===== config.mk =====
export PLATFORM = sky130hd
export DESIGN_NAME = cac_core
export DESIGN_NICKNAME = d
export VERILOG_FILES = /design/src/include/cac_pkg.sv /design/src/cac_exec_unit.sv /design/src/cac_core.sv
export SDC_FILE = /design/constraint.sdc
export NUM_CORES = 1
export LEC_CHECK = 0
export ABC_CLOCK_PERIOD_IN_PS = 2800
export BUFFER_PORTS_ARGS = -buffer_cell sky130_fd_sc_hd__buf_2
export CORE_MARGIN = 2
export CORE_UTILIZATION = 55
export DETAILED_ROUTE_END_ITERATION = 6
export PLACE_DENSITY = 0.81
export SETUP_SLACK_MARGIN = 0.3
export SLEW_MARGIN = 20
export SYNTH_ARGS = -nofsm -noshare
export SYNTH_HDL_FRONTEND = slang
export SYNTH_HIERARCHICAL = 1
export SYNTH_SLANG_ARGS = --single-unit

===== constraint.sdc =====
create_clock -name mclk_i -period 2.8 [get_ports mclk_i]
set_input_delay 0.42 -clock mclk_i [delete_from_list [all_inputs] [get_ports mclk_i]]
set_output_delay 0.42 -clock mclk_i [all_outputs]
set_load 0.005 [all_outputs]

===== src/include/cac_pkg.sv =====
// Constants, types and helpers for the accumulator/file instruction subset core
package cac_pkg;

  // ****************************************
  // Widths and encodings
  // ****************************************
  localparam int unsigned DATA_W  = 8;
  localparam int unsigned ADDR_W  = 12;
  localparam int unsigned INSTR_W = 16;
  localparam int unsigned BANK_W  = 4;

  // Opcode fields, taken from the top of the program word
  localparam logic [5:0] OPC_ADD_CARRY = 6'h08;   // 0010_00 d a
  localparam logic [7:0] OPC_AND_LIT   = 8'h0B;   // 0000_1011
  localparam logic [7:0] OPC_LOAD_LIT  = 8'h0E;   // 0000_1110
  localparam logic [6:0] OPC_STORE     = 7'h37;   // 0110_111 a

  // Field positions within the program word
  localparam int unsigned DEST_BIT   = 9;
  localparam int unsigned ACCESS_BIT = 8;

  // Access bank split and indexed literal-offset limit
  localparam logic [7:0] LIT_OFS_MAX   = 8'h5F;
  localparam logic [3:0] ACCESS_LO_BNK = 4'h0;
  localparam logic [3:0] ACCESS_HI_BNK = 4'hF;

  // Nibble-carry tap and sign position
  localparam int unsigned NIB_W    = 4;
  localparam int unsigned SIGN_BIT = 7;

  // ****************************************
  // Types
  // ****************************************
  typedef enum logic [2:0] {OP_NONE, OP_ADD, OP_AND, OP_LOAD, OP_STORE} cac_op_t;

  typedef struct packed {
    logic neg;
    logic ovf;
    logic zero;
    logic dcarry;
    logic carry;
  } cac_status_t;

  typedef struct packed {
    logic [ADDR_W-1:0] addr;
    logic [DATA_W-1:0] wdata;
  } cac_mem_req_t;

  // Reset values
  localparam logic [DATA_W-1:0] ACC_RST    = 8'h00;
  localparam cac_status_t       STATUS_RST = '0;
  localparam logic [ADDR_W-1:0] ADDR_RST   = 12'h000;
  localparam logic [INSTR_W-1:0] INSTR_RST = 16'h0000;

  // ****************************************
  // Helpers
  // ****************************************
  // Map a program word onto one of the supported operations
  function automatic cac_op_t decode_op(input logic [INSTR_W-1:0] w);
    cac_op_t op;
    op = OP_NONE;
    if (w[15:10] == OPC_ADD_CARRY)
      op = OP_ADD;
    else if (w[15:8] == OPC_AND_LIT)
      op = OP_AND;
    else if (w[15:8] == OPC_LOAD_LIT)
      op = OP_LOAD;
    else if (w[15:9] == OPC_STORE)
      op = OP_STORE;
    return op;
  endfunction

  // Zero flag of a byte result
  function automatic logic is_zero(input logic [DATA_W-1:0] v);
    return (v == '0);
  endfunction

endpackage


===== src/cac_exec_unit.sv =====
// Data processing stage: adder, AND unit and flag generation
`timescale 1ns/100ps
module cac_exec_unit
  import cac_pkg::*;
(
  input  wire cac_pkg::cac_op_t     op_i,
  input  wire logic [7:0]           acc_i,
  input  wire logic [7:0]           file_i,
  input  wire logic [7:0]           literal_i,
  input  wire cac_pkg::cac_status_t status_i,
  output cac_pkg::cac_status_t      status_o,
  output logic [7:0]                result_o
);
  import cac_pkg::*;

  logic [DATA_W:0]  sum9;
  logic [NIB_W:0]   sum_nib;

  // ****************************************
  // Sum of accumulator, file and carry
  // ****************************************
  always_comb
  begin
    sum9    = {1'b0, acc_i} + {1'b0, file_i} + {{DATA_W{1'b0}}, status_i.carry};
    sum_nib = {1'b0, acc_i[NIB_W-1:0]} + {1'b0, file_i[NIB_W-1:0]} + {{NIB_W{1'b0}}, status_i.carry};
  end

  // Result and flag selection per operation
  always_comb
  begin
    result_o = acc_i;
    status_o = status_i;
    case (op_i)
      OP_ADD:
      begin
        result_o        = sum9[DATA_W-1:0];                                  // [RQ1]
        status_o.carry  = sum9[DATA_W];
        status_o.dcarry = sum_nib[NIB_W];
        status_o.zero   = is_zero(sum9[DATA_W-1:0]);
        status_o.neg    = sum9[SIGN_BIT];
        status_o.ovf    = (acc_i[SIGN_BIT] == file_i[SIGN_BIT]) && (sum9[SIGN_BIT] != acc_i[SIGN_BIT]);
      end
      OP_AND:
      begin
        result_o      = acc_i & literal_i;                                   // [RQ9]
        status_o.zero = is_zero(acc_i & literal_i);                          // [RQ9]
        status_o.neg  = acc_i[SIGN_BIT] & literal_i[SIGN_BIT];               // [RQ9]
      end
      OP_LOAD:
        result_o = literal_i;                                                // [RQ6]
      OP_STORE:
        result_o = acc_i;                                                    // [RQ7]
      default:
        result_o = acc_i;
    endcase
  end

endmodule


===== src/cac_core.sv =====
// Four-phase executor for add-with-carry, AND literal, load literal and store
`timescale 1ns/100ps

// Summary of operation
// RQ1: Add accumulator, file register and carry
// RQ2: Destination bit 0 accumulator, 1 file
// RQ3: Access bit 0 uses access bank
// RQ4: Access bit 1 takes bank pointer bits
// RQ5: Extended set, low operand is indexed offset
// RQ6: Load literal into accumulator, flags kept
// RQ7: Store accumulator to file, nothing else changes
// RQ8: Store operand reaches whole 256-byte bank
// RQ9: AND literal, update negative and zero
// RQ10: One word, four phases per instruction
module cac_core
  import cac_pkg::*;
(
  input  wire logic                 mclk_i,
  input  wire logic                 reset_i,
  input  wire logic                 ce_i,
  input  wire logic                 instr_valid_i,
  input  wire logic [15:0]          instr_i,
  output logic                      instr_ready_o,
  input  wire logic [3:0]           bank_select_pointer_i,
  input  wire logic                 ext_set_en_i,
  input  wire logic [11:0]          index_base_i,
  input  wire logic [7:0]           mem_rdata_i,
  output logic                      mem_rd_o,
  output logic                      mem_wr_o,
  output cac_pkg::cac_mem_req_t     mem_req_o,
  output logic [7:0]                acc_o,
  output cac_pkg::cac_status_t      status_o,
  output logic                      done_o,
  output logic                      illegal_o
);
  import cac_pkg::*;

  // ****************************************
  // Phase sequencer
  // ****************************************
  typedef enum logic [2:0] {ST_IDLE, ST_DECODE, ST_READ, ST_PROCESS, ST_WRITE} cac_state_t;

  cac_state_t          state_r;
  cac_state_t          state_nxt;
  logic [15:0]         instr_r;
  logic [15:0]         instr_nxt;
  cac_op_t             op_r;
  cac_op_t             op_nxt;
  logic                to_file_r;
  logic                to_file_nxt;
  cac_mem_req_t        req_r;
  cac_mem_req_t        req_nxt;
  logic [7:0]          acc_r;
  logic [7:0]          acc_nxt;
  cac_status_t         status_r;
  cac_status_t         status_nxt;
  logic [7:0]          res_r;
  logic [7:0]          res_nxt;
  cac_status_t         pend_r;
  cac_status_t         pend_nxt;
  logic                illegal_r;
  logic                illegal_nxt;

  logic [7:0]          ex_result;
  cac_status_t         ex_status;
  logic [7:0]          f_field;
  logic                access_a;
  logic [11:0]         eff_addr;

  // Operand fields of the latched word
  assign f_field  = instr_r[7:0];
  assign access_a = instr_r[ACCESS_BIT];

  // Effective data memory address of the file operand
  always_comb
  begin
    if (!access_a && ext_set_en_i && (f_field <= LIT_OFS_MAX))
      eff_addr = 12'(index_base_i + {ACCESS_LO_BNK, f_field});              // [RQ5]
    else if (!access_a && (f_field <= LIT_OFS_MAX))
      eff_addr = {ACCESS_LO_BNK, f_field};                                   // [RQ3]
    else if (!access_a)
      eff_addr = {ACCESS_HI_BNK, f_field};                                   // [RQ3]
    else
      eff_addr = {bank_select_pointer_i, f_field};                           // [RQ4] [RQ8]
  end

  // Data processing unit
  cac_exec_unit u_exec (
    .op_i      (op_r),
    .acc_i     (acc_r),
    .file_i    (mem_rdata_i),
    .literal_i (f_field),
    .status_i  (status_r),
    .status_o  (ex_status),
    .result_o  (ex_result)
  );

  // Sequencer next state: latch, decode and step through the phases
  always_comb
  begin
    state_nxt   = state_r;
    instr_nxt   = instr_r;
    op_nxt      = op_r;
    to_file_nxt = to_file_r;
    illegal_nxt = 1'b0;
    case (state_r)
      ST_IDLE:
        if (instr_valid_i)
        begin
          instr_nxt = instr_i;                                               // [RQ10]
          state_nxt = ST_DECODE;
        end
      // Q1: decode; unsupported words are dropped here
      ST_DECODE:
      begin
        op_nxt      = decode_op(instr_r);
        to_file_nxt = (decode_op(instr_r) == OP_STORE) ||
                      ((decode_op(instr_r) == OP_ADD) && instr_r[DEST_BIT]); // [RQ2] [RQ7]
        if (decode_op(instr_r) == OP_NONE)
        begin
          illegal_nxt = 1'b1;
          state_nxt   = ST_IDLE;
        end
        else
          state_nxt = ST_READ;
      end
      // Q2: file read issued for the add
      ST_READ:
        state_nxt = ST_PROCESS;
      // Q3: data processing
      ST_PROCESS:
        state_nxt = ST_WRITE;
      // Q4: commit, then back to idle
      ST_WRITE:
        state_nxt = ST_IDLE;                                                 // [RQ10]
      default:
        state_nxt = ST_IDLE;
    endcase
  end

  // Sequencer registers, frozen while the clock enable is low
  always_ff @(posedge mclk_i or posedge reset_i)
  begin
    if (reset_i)
    begin
      state_r   <= ST_IDLE;
      instr_r   <= INSTR_RST;
      op_r      <= OP_NONE;
      to_file_r <= 1'b0;
      illegal_r <= 1'b0;
    end
    else if (ce_i)
    begin
      state_r   <= state_nxt;
      instr_r   <= instr_nxt;
      op_r      <= op_nxt;
      to_file_r <= to_file_nxt;
      illegal_r <= illegal_nxt;
    end
  end

  // Datapath next values, stepped by the sequencer phase
  always_comb
  begin
    req_nxt    = req_r;
    acc_nxt    = acc_r;
    status_nxt = status_r;
    res_nxt    = res_r;
    pend_nxt   = pend_r;
    case (state_r)
      // Q1: operand address held for the read and the write
      ST_DECODE:
        req_nxt.addr = eff_addr;                                             // [RQ3] [RQ4] [RQ5]
      // Q3: result and pending flags, write data follows the result
      ST_PROCESS:
      begin
        res_nxt       = ex_result;
        pend_nxt      = ex_status;
        req_nxt.wdata = ex_result;
      end
      // Q4: destination and flags commit together
      ST_WRITE:
      begin
        if (!to_file_r)
          acc_nxt = res_r;                                                   // [RQ2] [RQ6] [RQ9]
        status_nxt = pend_r;                                                 // [RQ1] [RQ9]
      end
      default:
        res_nxt = res_r;
    endcase
  end

  // Datapath registers, frozen while the clock enable is low
  always_ff @(posedge mclk_i or posedge reset_i)
  begin
    if (reset_i)
    begin
      req_r    <= '{addr: ADDR_RST, wdata: ACC_RST};
      acc_r    <= ACC_RST;
      status_r <= STATUS_RST;
      res_r    <= ACC_RST;
      pend_r   <= STATUS_RST;
    end
    else if (ce_i)
    begin
      req_r    <= req_nxt;
      acc_r    <= acc_nxt;
      status_r <= status_nxt;
      res_r    <= res_nxt;
      pend_r   <= pend_nxt;
    end
  end

  // ****************************************
  // Outputs
  // ****************************************
  // Read, write and done strobes gated by the clock enable; ready is not
  assign instr_ready_o = (state_r == ST_IDLE);
  assign mem_rd_o      = ce_i && (state_r == ST_READ) && (op_r == OP_ADD);  // [RQ1]
  assign mem_wr_o      = ce_i && (state_r == ST_WRITE) && to_file_r;         // [RQ2] [RQ7]
  assign done_o        = ce_i && (state_r == ST_WRITE);

  // Registered data outputs
  assign mem_req_o = req_r;
  assign acc_o     = acc_r;
  assign status_o  = status_r;
  assign illegal_o = illegal_r;

endmodule


; ---- Word level (Yosys, flattened, before mapping)
; Cells that the tools add are included.
[word_totals]
reg_bits = 62
latch_bits = 0
mem_bits_rw = 0
romBits = 0
inputBits = 45
output_inout_bits = 38
wordCells = 82
n_memories = 0
[classes]
addsub = 5
n_mul = 0
n_div = 0
magnitude_cmp = 1
n_eq_ne = 16
n_shift = 0
n_mux = 18
n_bitwise = 3
reduce_logical = 21
[ops]
columns = operator, n
row1 = 2-to-1 mux 12 bit, 3
row2 = one-hot mux 8 bit (3 select lines), 1
row3 = 2-to-1 mux 3 bit, 6
row4 = "equality test 8 x 4 -> 1 bit, second input constant", 2
row5 = zero test 8 bit, 2
row6 = adder 12 x 8 -> 12 bit, 1
row7 = "equality test 3 x 2 -> 1 bit, second input constant", 4
row8 = one-hot mux 3 bit (4 select lines), 1
row9 = adder 8 x 8 -> 9 bit, 1
row10 = adder 9 x 1 -> 9 bit, 1
row11 = "equality test 3 x 1 -> 1 bit, second input constant", 3
row12 = logical AND 1 bit, 9
row13 = AND 8 bit, 1
row14 = "less-or-equal comparator 8 x 7 -> 1 bit, second input constant", 1
row15 = AND reduction 2 bit, 4
row16 = "equality test 7 x 6 -> 1 bit, second input constant", 1
row17 = "equality test 3 bit, second input constant", 2
row18 = "equality test 6 x 4 -> 1 bit, second input constant", 1
row19 = zero test 3 bit, 2
row20 = AND reduction 3 bit, 2
row21 = adder 4 x 4 -> 5 bit, 1
row22 = adder 5 x 1 -> 5 bit, 1
row23 = 2-to-1 mux 2 bit, 2
row24 = one-hot mux 1 bit (2 select lines), 2
row25 = other kinds (8), 10

; ---- Depth between registers and ports, before layout
; Gate-level depths: netlist of run 1.
[depth]
depth_word = 9
ltp_mapped = 10
ltp_nobuf = 10

; ---- Hierarchy
; Netlist of run 1, hierarchy kept.
[by_module_without_submodules]
columns = mod, instances, cells_per_inst, area_per_inst_um2, seq_area_each_um2
row1 = cac_core, 1, 259, 3024.2, 1551.5
row2 = cac_exec_unit, 1, 98, 710.7, 0.0

; ---- Least setup slack after synthesis of run 1
; OpenSTA, ideal clock, no wires.
[synth_timing]
path_type = register to register
startpoint = reg acc_r[0], in the netlist acc_o[0]
endpoint = reg pend_r[2] (netlist bit)
setup_ns = 0.125
arrival_time_ns = 2.470
required_ns = 2.675
setup_slack_ns = 0.206
path_stages_with_launch = 11
n_path_buf = 0
period_less_slack_ns = 2.594
path_cell_list = dfrtp_1 > inv_1 > fa_1 > fa_1 > nand2b_1 > nand2_1 > a21oi_1 > xor2_1 > and4b_1 > a41o_2 > mux2_2
[synth_lines]
columns = item, line
row1 = start: declaration, cac_core.sv:53  ; logic [7:0] acc_r;
row2 = start signal: assignment, cac_core.sv:207  ; acc_r <= acc_nxt;
row3 = end signal: assignment, cac_core.sv:210  ; pend_r <= pend_nxt;
row4 = end: declaration, cac_core.sv:59  ; cac_status_t pend_r;

==> results of run 1 <==
## registers in the layout (all words and copies together) (netlist names)
name / cells
state_r: 3
to_file_r: 1
instr_r: 16
acc_o: 8
op_r: 3
mem_req_o: 12
pend_r: 5
status_o: 5
res_r: 8
illegal_o: 1
## logic make-up (layout without fill, tap and decap cells)
group	count (synthesis)	in the layout	synth area share
buffers and inverters	27	124	0.03082
XOR/XNOR	17	17	0.04188
adder cells (fa/ha/maj)	18	18	0.06633
multiplexers	46	46	0.1454
AND/OR/NAND/NOR	89	89	0.1293
AO/OA/AOI/OAI	98	98	0.1709
flip-flops	62	62	0.4154
## cell type report
| cell class | count | share of cell area |
|---|---|---|
| clock inverters | 6 | 0.01909 |
| clock buffers | 10 | 0.02822 |
| repair buffers | 93 | 0.1118 |
| inverters | 15 | 0.01245 |
| flip-flops and latches | 62 | 0.3431 |
| multi-input cells | 268 | 0.4632 |
| well taps | 80 | 0.02214 |
## cells in the mapped netlist, types with 8 or more instances
cell type  number
a21oi_1        31
nand3_1        12
xnor2_1         8
dfrtp_1        62
nor2_1         17
inv_1          13
o21ai_0        27
xor2_1          8
o22a_1          8
mux2_4          8
ha_1           15
nor2b_1        15
mux2_2         34
nand2_1        20
## stage by stage
stage | instances | worst slack (ns) | util | power [mW]
4_1_cts | 533 | 0.3030 | 0.6725 | 3.197
3_5_place_dp | 514 | 0.1637 | 0.6371 | 2.328
5_1_grt | 534 | 0.2323 | 0.6768 | 3.396
2_1_floorplan | 357 | 0.3463 | - | 1.996
6_report | 534 | 0.3357 | 0.6768 | 3.196
3_3_place_gp | 514 | 0.2305 | 0.6371 | 2.282
## power by group through the flow
stage | clock (mW) | combinational (mW) | sequential (mW)
floorplan | 0 | 0.716 | 1.28
finish | 0.868 | 0.993 | 1.34
global route | 0.908 | 1.12 | 1.37
CTS | 0.875 | 0.993 | 1.33
global placement | 0 | 0.951 | 1.33
detailed placement | 0 | 0.986 | 1.34
## routing by layer
layer / vias to the layer above / global-route usage
met5: - / 0
met4: 0 / 0.09943
li1: 1483 / -
met2: 106 / 0.3965
met3: 12 / 0.04286
met1: 1426 / 0.3315
## critical path: cells and delay by family, from the launching register on
kind | cells | cell delay [ns]
compound gates | 2 | 0.32
xor+xnor | 1 | 0.17
fa+ha+maj | 2 | 0.79
buf+inv | 1 | 0.05
flops | 1 | 0.36
mux | 1 | 0.25
simple gates | 3 | 0.41
## final timing paths
| path | startpoint | end | slack, ns | depth (start not counted) |
|---|---|---|---|---|
| setup / recovery | status_o[0] | pend_r[2] | 0.34 | 10 |
| hold / removal | reset_i | instr_r[10] | 0.18 | 2 |
| setup reg to reg | status_o[0] | pend_r[2] | 0.34 | 10 |
| hold reg to reg | mem_req_o[10] | mem_req_o[10] | 0.48 | 2 |
| max in group asynchronous | reset_i | res_r[0] | 1.99 | 3 |
| min in group mclk_i | instr_i[0] | instr_r[0] | 0.30 | 2 |
## timing repair
action                                  4_1_cts  5_1_grt
gates resized for setup                       0        5
buffers inserted                              3        1
hold buffers                                  0        0
pin swaps                                     1        8
endpoints found under the setup margin        2        3
## layout by cell type, fill, tap and decap left out, types with 3 or more instances in the layout
master / synthesis / layout
xor2_1: 8 / 8
nor2b_1: 15 / 15
nand2b_1: 5 / 4
mux2_2: 34 / 34
nand2_1: 20 / 19
nor2_1: 17 / 17
mux2_4: 8 / 8
buf_2: 5 / 82
ha_1: 15 / 15
mux2i_1: 4 / 4
o211ai_1: 4 / 4
o21a_1: 5 / 5
o21ai_0: 27 / 27
inv_2: 2 / 4
a21oi_1: 31 / 30
xnor2_1: 8 / 8
buf_4: 0 / 10
clkbuf_8: 0 / 9
o31ai_1: 3 / 3
inv_1: 13 / 11
dfrtp_1: 62 / 62
nor3_1: 5 / 5
o22a_1: 8 / 8
nand3_1: 12 / 12
==> reports/summary.txt, run 1 <==
status = completed
Num CTS Buffers = 9
max cap viols = 0
Fillers = 531
clock power share = 0.272
fmax = 405.8 MHz
H-tree depth = 3
vias in the first global route = 3062
Final setup viols = 0
top cell type's share of synthesized area = 0.4154
crit path time final = 2.464 ns
total core area = 6681 sq um
drt total wl = 8773 microns
number of diodes = 0
wire length on met2 = 4208 microns
first-pass GRT wire length = 14370 microns
Pleak = 2.184 nW
setup TNS = 0 ns
Port Buffers = 82
Initial Utilization = 0.5590
Max Buffers Root-to-Sink = 2
CP most frequent cell = fa_2
sequential cell area = 1551 sq um
number of flops mapped to enable cells by yosys = 0
Worst path slowest cell = fa_2
CP Launch Type = flop
Setup Skew = 0.009645 ns
critical path's largest stage delay = 0.41 ns
largest net degree at the start of global routing = 33
layout cells sized above 1 = 0.3744
DRT met1 WL = 3909 microns
DR DRC count = 0
DRT Pass-1 Iters = 5
Die H = 86.41 microns
nets@finish = 512
combinational share of power = 0.311
synth warn = 6
RSZ-0062 raised after global routing = true
Final Hold Viols = 0
max_slew headroom = 0.4996
register area share after synthesis = 0.4154
Avg WL per Cell = 16.43 microns
Synthesized Nets = 420
final hold slack = 0.1809 ns
I/O Pins = 83
Tcrit/Tclk final = 0.8801
CTS tree = yes
sw frac = 0.3444
Flop pwr share = 0.418
Slew @ Worst Pin = 0.7485 ns
DR iter-0 viols = 147
DP HPWL = 6399 microns
Int Power = 2.096 mW
Worst Path Max Fanout = 2
TritonCTS sink count = 62
worst hold path type = input port to async pin
Critical Path RT = 3.03 ns
pwr dens = 706.9 nW/um^2
Clock Pin Slew Worst Setup and Hold Paths = 0.07 ns
gp weighted congestion = 0.8816
vias = 3027
Sw Pwr = 1.101 mW
CP Capture Type = flop
Peak VDD IR = 0.4436 mV
Synth async-reset ratio = 1.000
Mapped Avg Cell Area = 10.46 sq um
CTS root buf = clkbuf_8
synth unique cells = 56
wire length on met3 = 525 microns
Top Layer Used = met4
largest cells by area after synthesis = dfrtp_1 42%, mux2_2 10%, ha_1 5.0%, a21oi_1 4.2%, o21ai_0 3.6%
FP Rows = 30
Post-DRT Antenna Nets = 0
DIE AREA = 7466 sq um
aggregate global routing overflow = 0
Primary FF master, synth = dfrtp_1
area of the multi-input gates = 2095 sq um
die width = 86.41 microns
design area = 4522 sq um
synthesized area = 3735 sq um
routed vias/inst = 5.669
CP Class = flop to flop
FF+latch count, synth = 62
synthesized instance count = 357
dominant cell type by area after synthesis = dfrtp_1
All-Layer GR Usage = 0.2462
initial antenna violation count = 0
cell-by-cell trace of the critical path = inv_2, fa_2, fa_2, nand2b_4, nand2_2, a21oi_2, xor2_1, and4b_1, a41o_2, mux2_2
DP Area = 4257 sq um
fin. max-slew vios = 0
Worst-Skew Late Latency = 0.34 ns
CP Data Arrival Time = 2.69 ns
Layout area overhead = 21.07%
Note: power is estimated with default switching activity, not from simulation.
==> inputs of run 2 (changes only) <==
--- a/config.mk
+++ b/config.mk
@@ -15,5 +15,4 @@
 export SLEW_MARGIN = 20
 export SYNTH_ARGS = -nofsm -noshare
 export SYNTH_HDL_FRONTEND = slang
-export SYNTH_HIERARCHICAL = 1
 export SYNTH_SLANG_ARGS = --single-unit
==> reports/summary.txt, run 2 <==
Setup Skew = 0.009315 ns (-0.0003298 ns)
nets@finish = 530 (+3.5%)
fin. max-slew vios = 0 (unchanged)
register area share after synthesis = 0.4155 (about the same)
die width = 86.39 microns (about the same)
number of diodes = 0 (unchanged)
DR DRC count = 0 (unchanged)
Pleak = 2.093 nW (-4.2%)
synthesized area = 3734 sq um (about the same)
dominant cell type by area after synthesis = dfrtp_1
Synth async-reset ratio = 1.000 (unchanged)
H-tree depth = 3 (unchanged)
DRT Pass-1 Iters = 5 (unchanged)
most common cell in the netlist = dfrtp_1
max reg flops = 16 (unchanged)
reg-to-reg critical path startpoint = acc_o[0]
FP Rows = 30 (unchanged)
Tcrit/Tclk final = 0.8424 (-0.03768)
cell-by-cell trace of the critical path = inv_1, fa_2, fa_1, nand2b_1, a21oi_1, xor2_1, o22ai_1, a21oi_1, mux2_2
status = completed
RSZ-0062 raised after global routing = false
Most flops, register = instr_r
setup TNS = 0 ns (unchanged)
Layout Cells excl Fill = 552 (+3.4%)
synth unique cells = 61 (+8.9%)
Top delay family on crit path = adder cells
CP Data Arrival Time = 2.58 ns (-0.11 ns)
DIE AREA = 7463 sq um (about the same)
CP Class = flop to flop
FF-to-FF setup slack = 0.44 ns (+0.11 ns)
Max Buffers Root-to-Sink = 2 (unchanged)
synth warn = 0 (-6)
first-pass GRT wire length = 14900 microns (+3.7%)
Final Hold Viols = 0 (unchanged)
Pwr Total = 3.519 mW (+10%)
Peak VDD IR = 0.4100 mV (-7.6%)
Worst path slowest cell = fa_1
reg2reg path depth = 9 (-1)
Synthesized Nets = 445 (+6.0%)
critical path's largest stage delay = 0.40 ns (about the same)
worst hold path type = input port to async pin
TritonCTS sink count = 62 (unchanged)
vias in the first global route = 3113 (+1.7%)
drt total wl = 9267 microns (+5.6%)
number of flops mapped to enable cells by yosys = 0 (unchanged)
pwr dens = 804.9 nW/um^2 (+14%)
CP Depth = 9 (-1)
largest net degree at the start of global routing = 31 (-6.1%)
initial antenna violation count = 0 (unchanged)
top post-synthesis cells by count = 62 x dfrtp_1, 33 x o21ai_0, 28 x mux2_2, 28 x nand2_1, 26 x nor2_1
CP Capture Type = flop
largest cells by area after synthesis = dfrtp_1 42%, mux2_2 8.4%, ha_1 5.0%, o21ai_0 4.4%, a21oi_1 3.4%
synthesized instance count = 382 (+7.0%)
Die H = 86.39 microns (about the same)
max cap viols = 0 (unchanged)
FF+latch count, synth = 62 (unchanged)
start point of the critical path = acc_o[0]
CP Launch Type = flop
commonest cells after routing, fill and taps aside = 82 x buf_2, 62 x dfrtp_1, 33 x o21ai_0, 28 x mux2_2, 28 x nand2_1
Primary FF master, synth = dfrtp_1
gp weighted congestion = 1.000 (+13%)
top cell type's share of synthesized area = 0.4155 (about the same)
DP Cell Count = 534 (+3.9%)
I/O Pins = 83 (unchanged)
Num CTS Buffers = 9 (unchanged)
layout cells sized above 1 = 0.3051 (-0.06936)
DP HPWL = 6910 microns (+8.0%)
Port Buffers = 82 (unchanged)
Clock Pin Slew Worst Setup and Hold Paths = 0.07 ns (about the same)
Final setup viols = 0 (unchanged)
Avg WL per Cell = 16.79 microns (+2.2%)
WP buf/inv = 1 (unchanged)
Mapped Avg Cell Area = 9.774 sq um (-6.6%)
DR iter-0 viols = 249 (+69%)
Layout area overhead = 17.09%
Slew @ Worst Pin = 0.6934 ns (-0.05512 ns)
vias = 3348 (+11%)
Post-DRT Antenna Nets = 0 (unchanged)
fmax = 424.0 MHz (+4.5%)
Worst R2R End = res_r[4]
Critical Path RT = 3.02 ns (about the same)
max_slew headroom = 0.5366 (+0.03703)
Initial Utilization = 0.5588 (about the same)
total core area = 6681 sq um (unchanged)
Worst-Skew Late Latency = 0.34 ns (about the same)
CTS tree = yes
most common cell after layout, fill and taps aside = buf_2
Worst Path Max Fanout = 3 (+1)
aggregate global routing overflow = 0 (unchanged)
routed vias/inst = 6.065 (+7.0%)
CP most frequent cell = a21oi_1
CTS root buf = clkbuf_8
All-Layer GR Usage = 0.2542 (+0.007954)
CP endpoint = res_r[4]
crit path time final = 2.359 ns (-0.1055 ns)
## run 2: final cells by class
class | instances | area (sq um)
tap | 80 | 100.1
fill | 552 | 2310
inverter | 15 | 56.30
multi-input combinational | 290 | 2042
sequential | 62 | 1551
timing repair buffer | 89 | 462.9
clock buffer | 12 | 135.1
clock inverter | 4 | 23.77
## run 2: cell families after synthesis
| group | share of synthesized area |
|---|---|
| mux | 0.09786 |
| compound gates | 0.1964 |
| buf+inv | 0.03921 |
| simple gates | 0.1542 |
| xor+xnor | 0.03050 |
| flops | 0.4156 |
| fa+ha+maj | 0.06635 |
## run 2: worst min path at each step
| stage | startpoint | endpoint | slack (ns) | cells past startpoint |
|---|---|---|---|---|
| floorplan | pend_r[1] | pend_r[1] | 0.44 | 2 |
| global placement | pend_r[1] | pend_r[1] | 0.46 | 2 |
| detailed placement | mem_req_o[10] | mem_req_o[10] | 0.47 | 2 |
| CTS | reset_i | state_r[0] | 0.17 | 2 |
| global route | reset_i | state_r[0] | 0.22 | 2 |
| finish | reset_i | state_r[0] | 0.17 | 2 |
## run 2: layer usage
layer / vias up / routed length, microns / track usage
li1: 1575 / - / -
met1: 1609 / 4141 / 0.3479
met2: 140 / 4387 / 0.4105
met3: 24 / 564 / 0.03905
met4: 0 / 174 / 0.09517
met5: - / 0 / 0
## run 2: worst reg2reg max path: cells and delay by family (launching register included)
family	cells	cell delay, ns
compound gates	3	0.43
xor+xnor	1	0.12
fa+ha+maj	2	0.78
simple gates	1	0.21
mux	1	0.26
buf+inv	1	0.09
flops	1	0.36
## run 2: what timing repair did
| item | 4_1_cts | 5_1_grt |
|---|---|---|
| setup endpoints to repair | 0 | 3 |
| hold buffers | 0 | 0 |
| resized for setup | 0 | 2 |
| buffers inserted | 0 | 2 |
## run 2: metrics by stage
step / setup WS, ns / utilization / area [sq um] / hold WS [ns]
floorplan: 0.5095 / - / 3734 / 0.4444
global placement: 0.3674 / 0.6273 / 4192 / 0.4594
detailed placement: 0.2658 / 0.6273 / 4192 / 0.4658
CTS: 0.3675 / 0.6511 / 4350 / 0.1741
global route: 0.3117 / 0.6543 / 4372 / 0.2155
finish: 0.4412 / 0.6543 / 4372 / 0.1671
## run 2: power by group
part           switching [mW]  internal, mW  leakage [nW]
clock network           0.344         0.319        0.0841
logic                   0.692         0.671          1.23
registers               0.312          1.18         0.782
total                    1.35          2.17          2.09
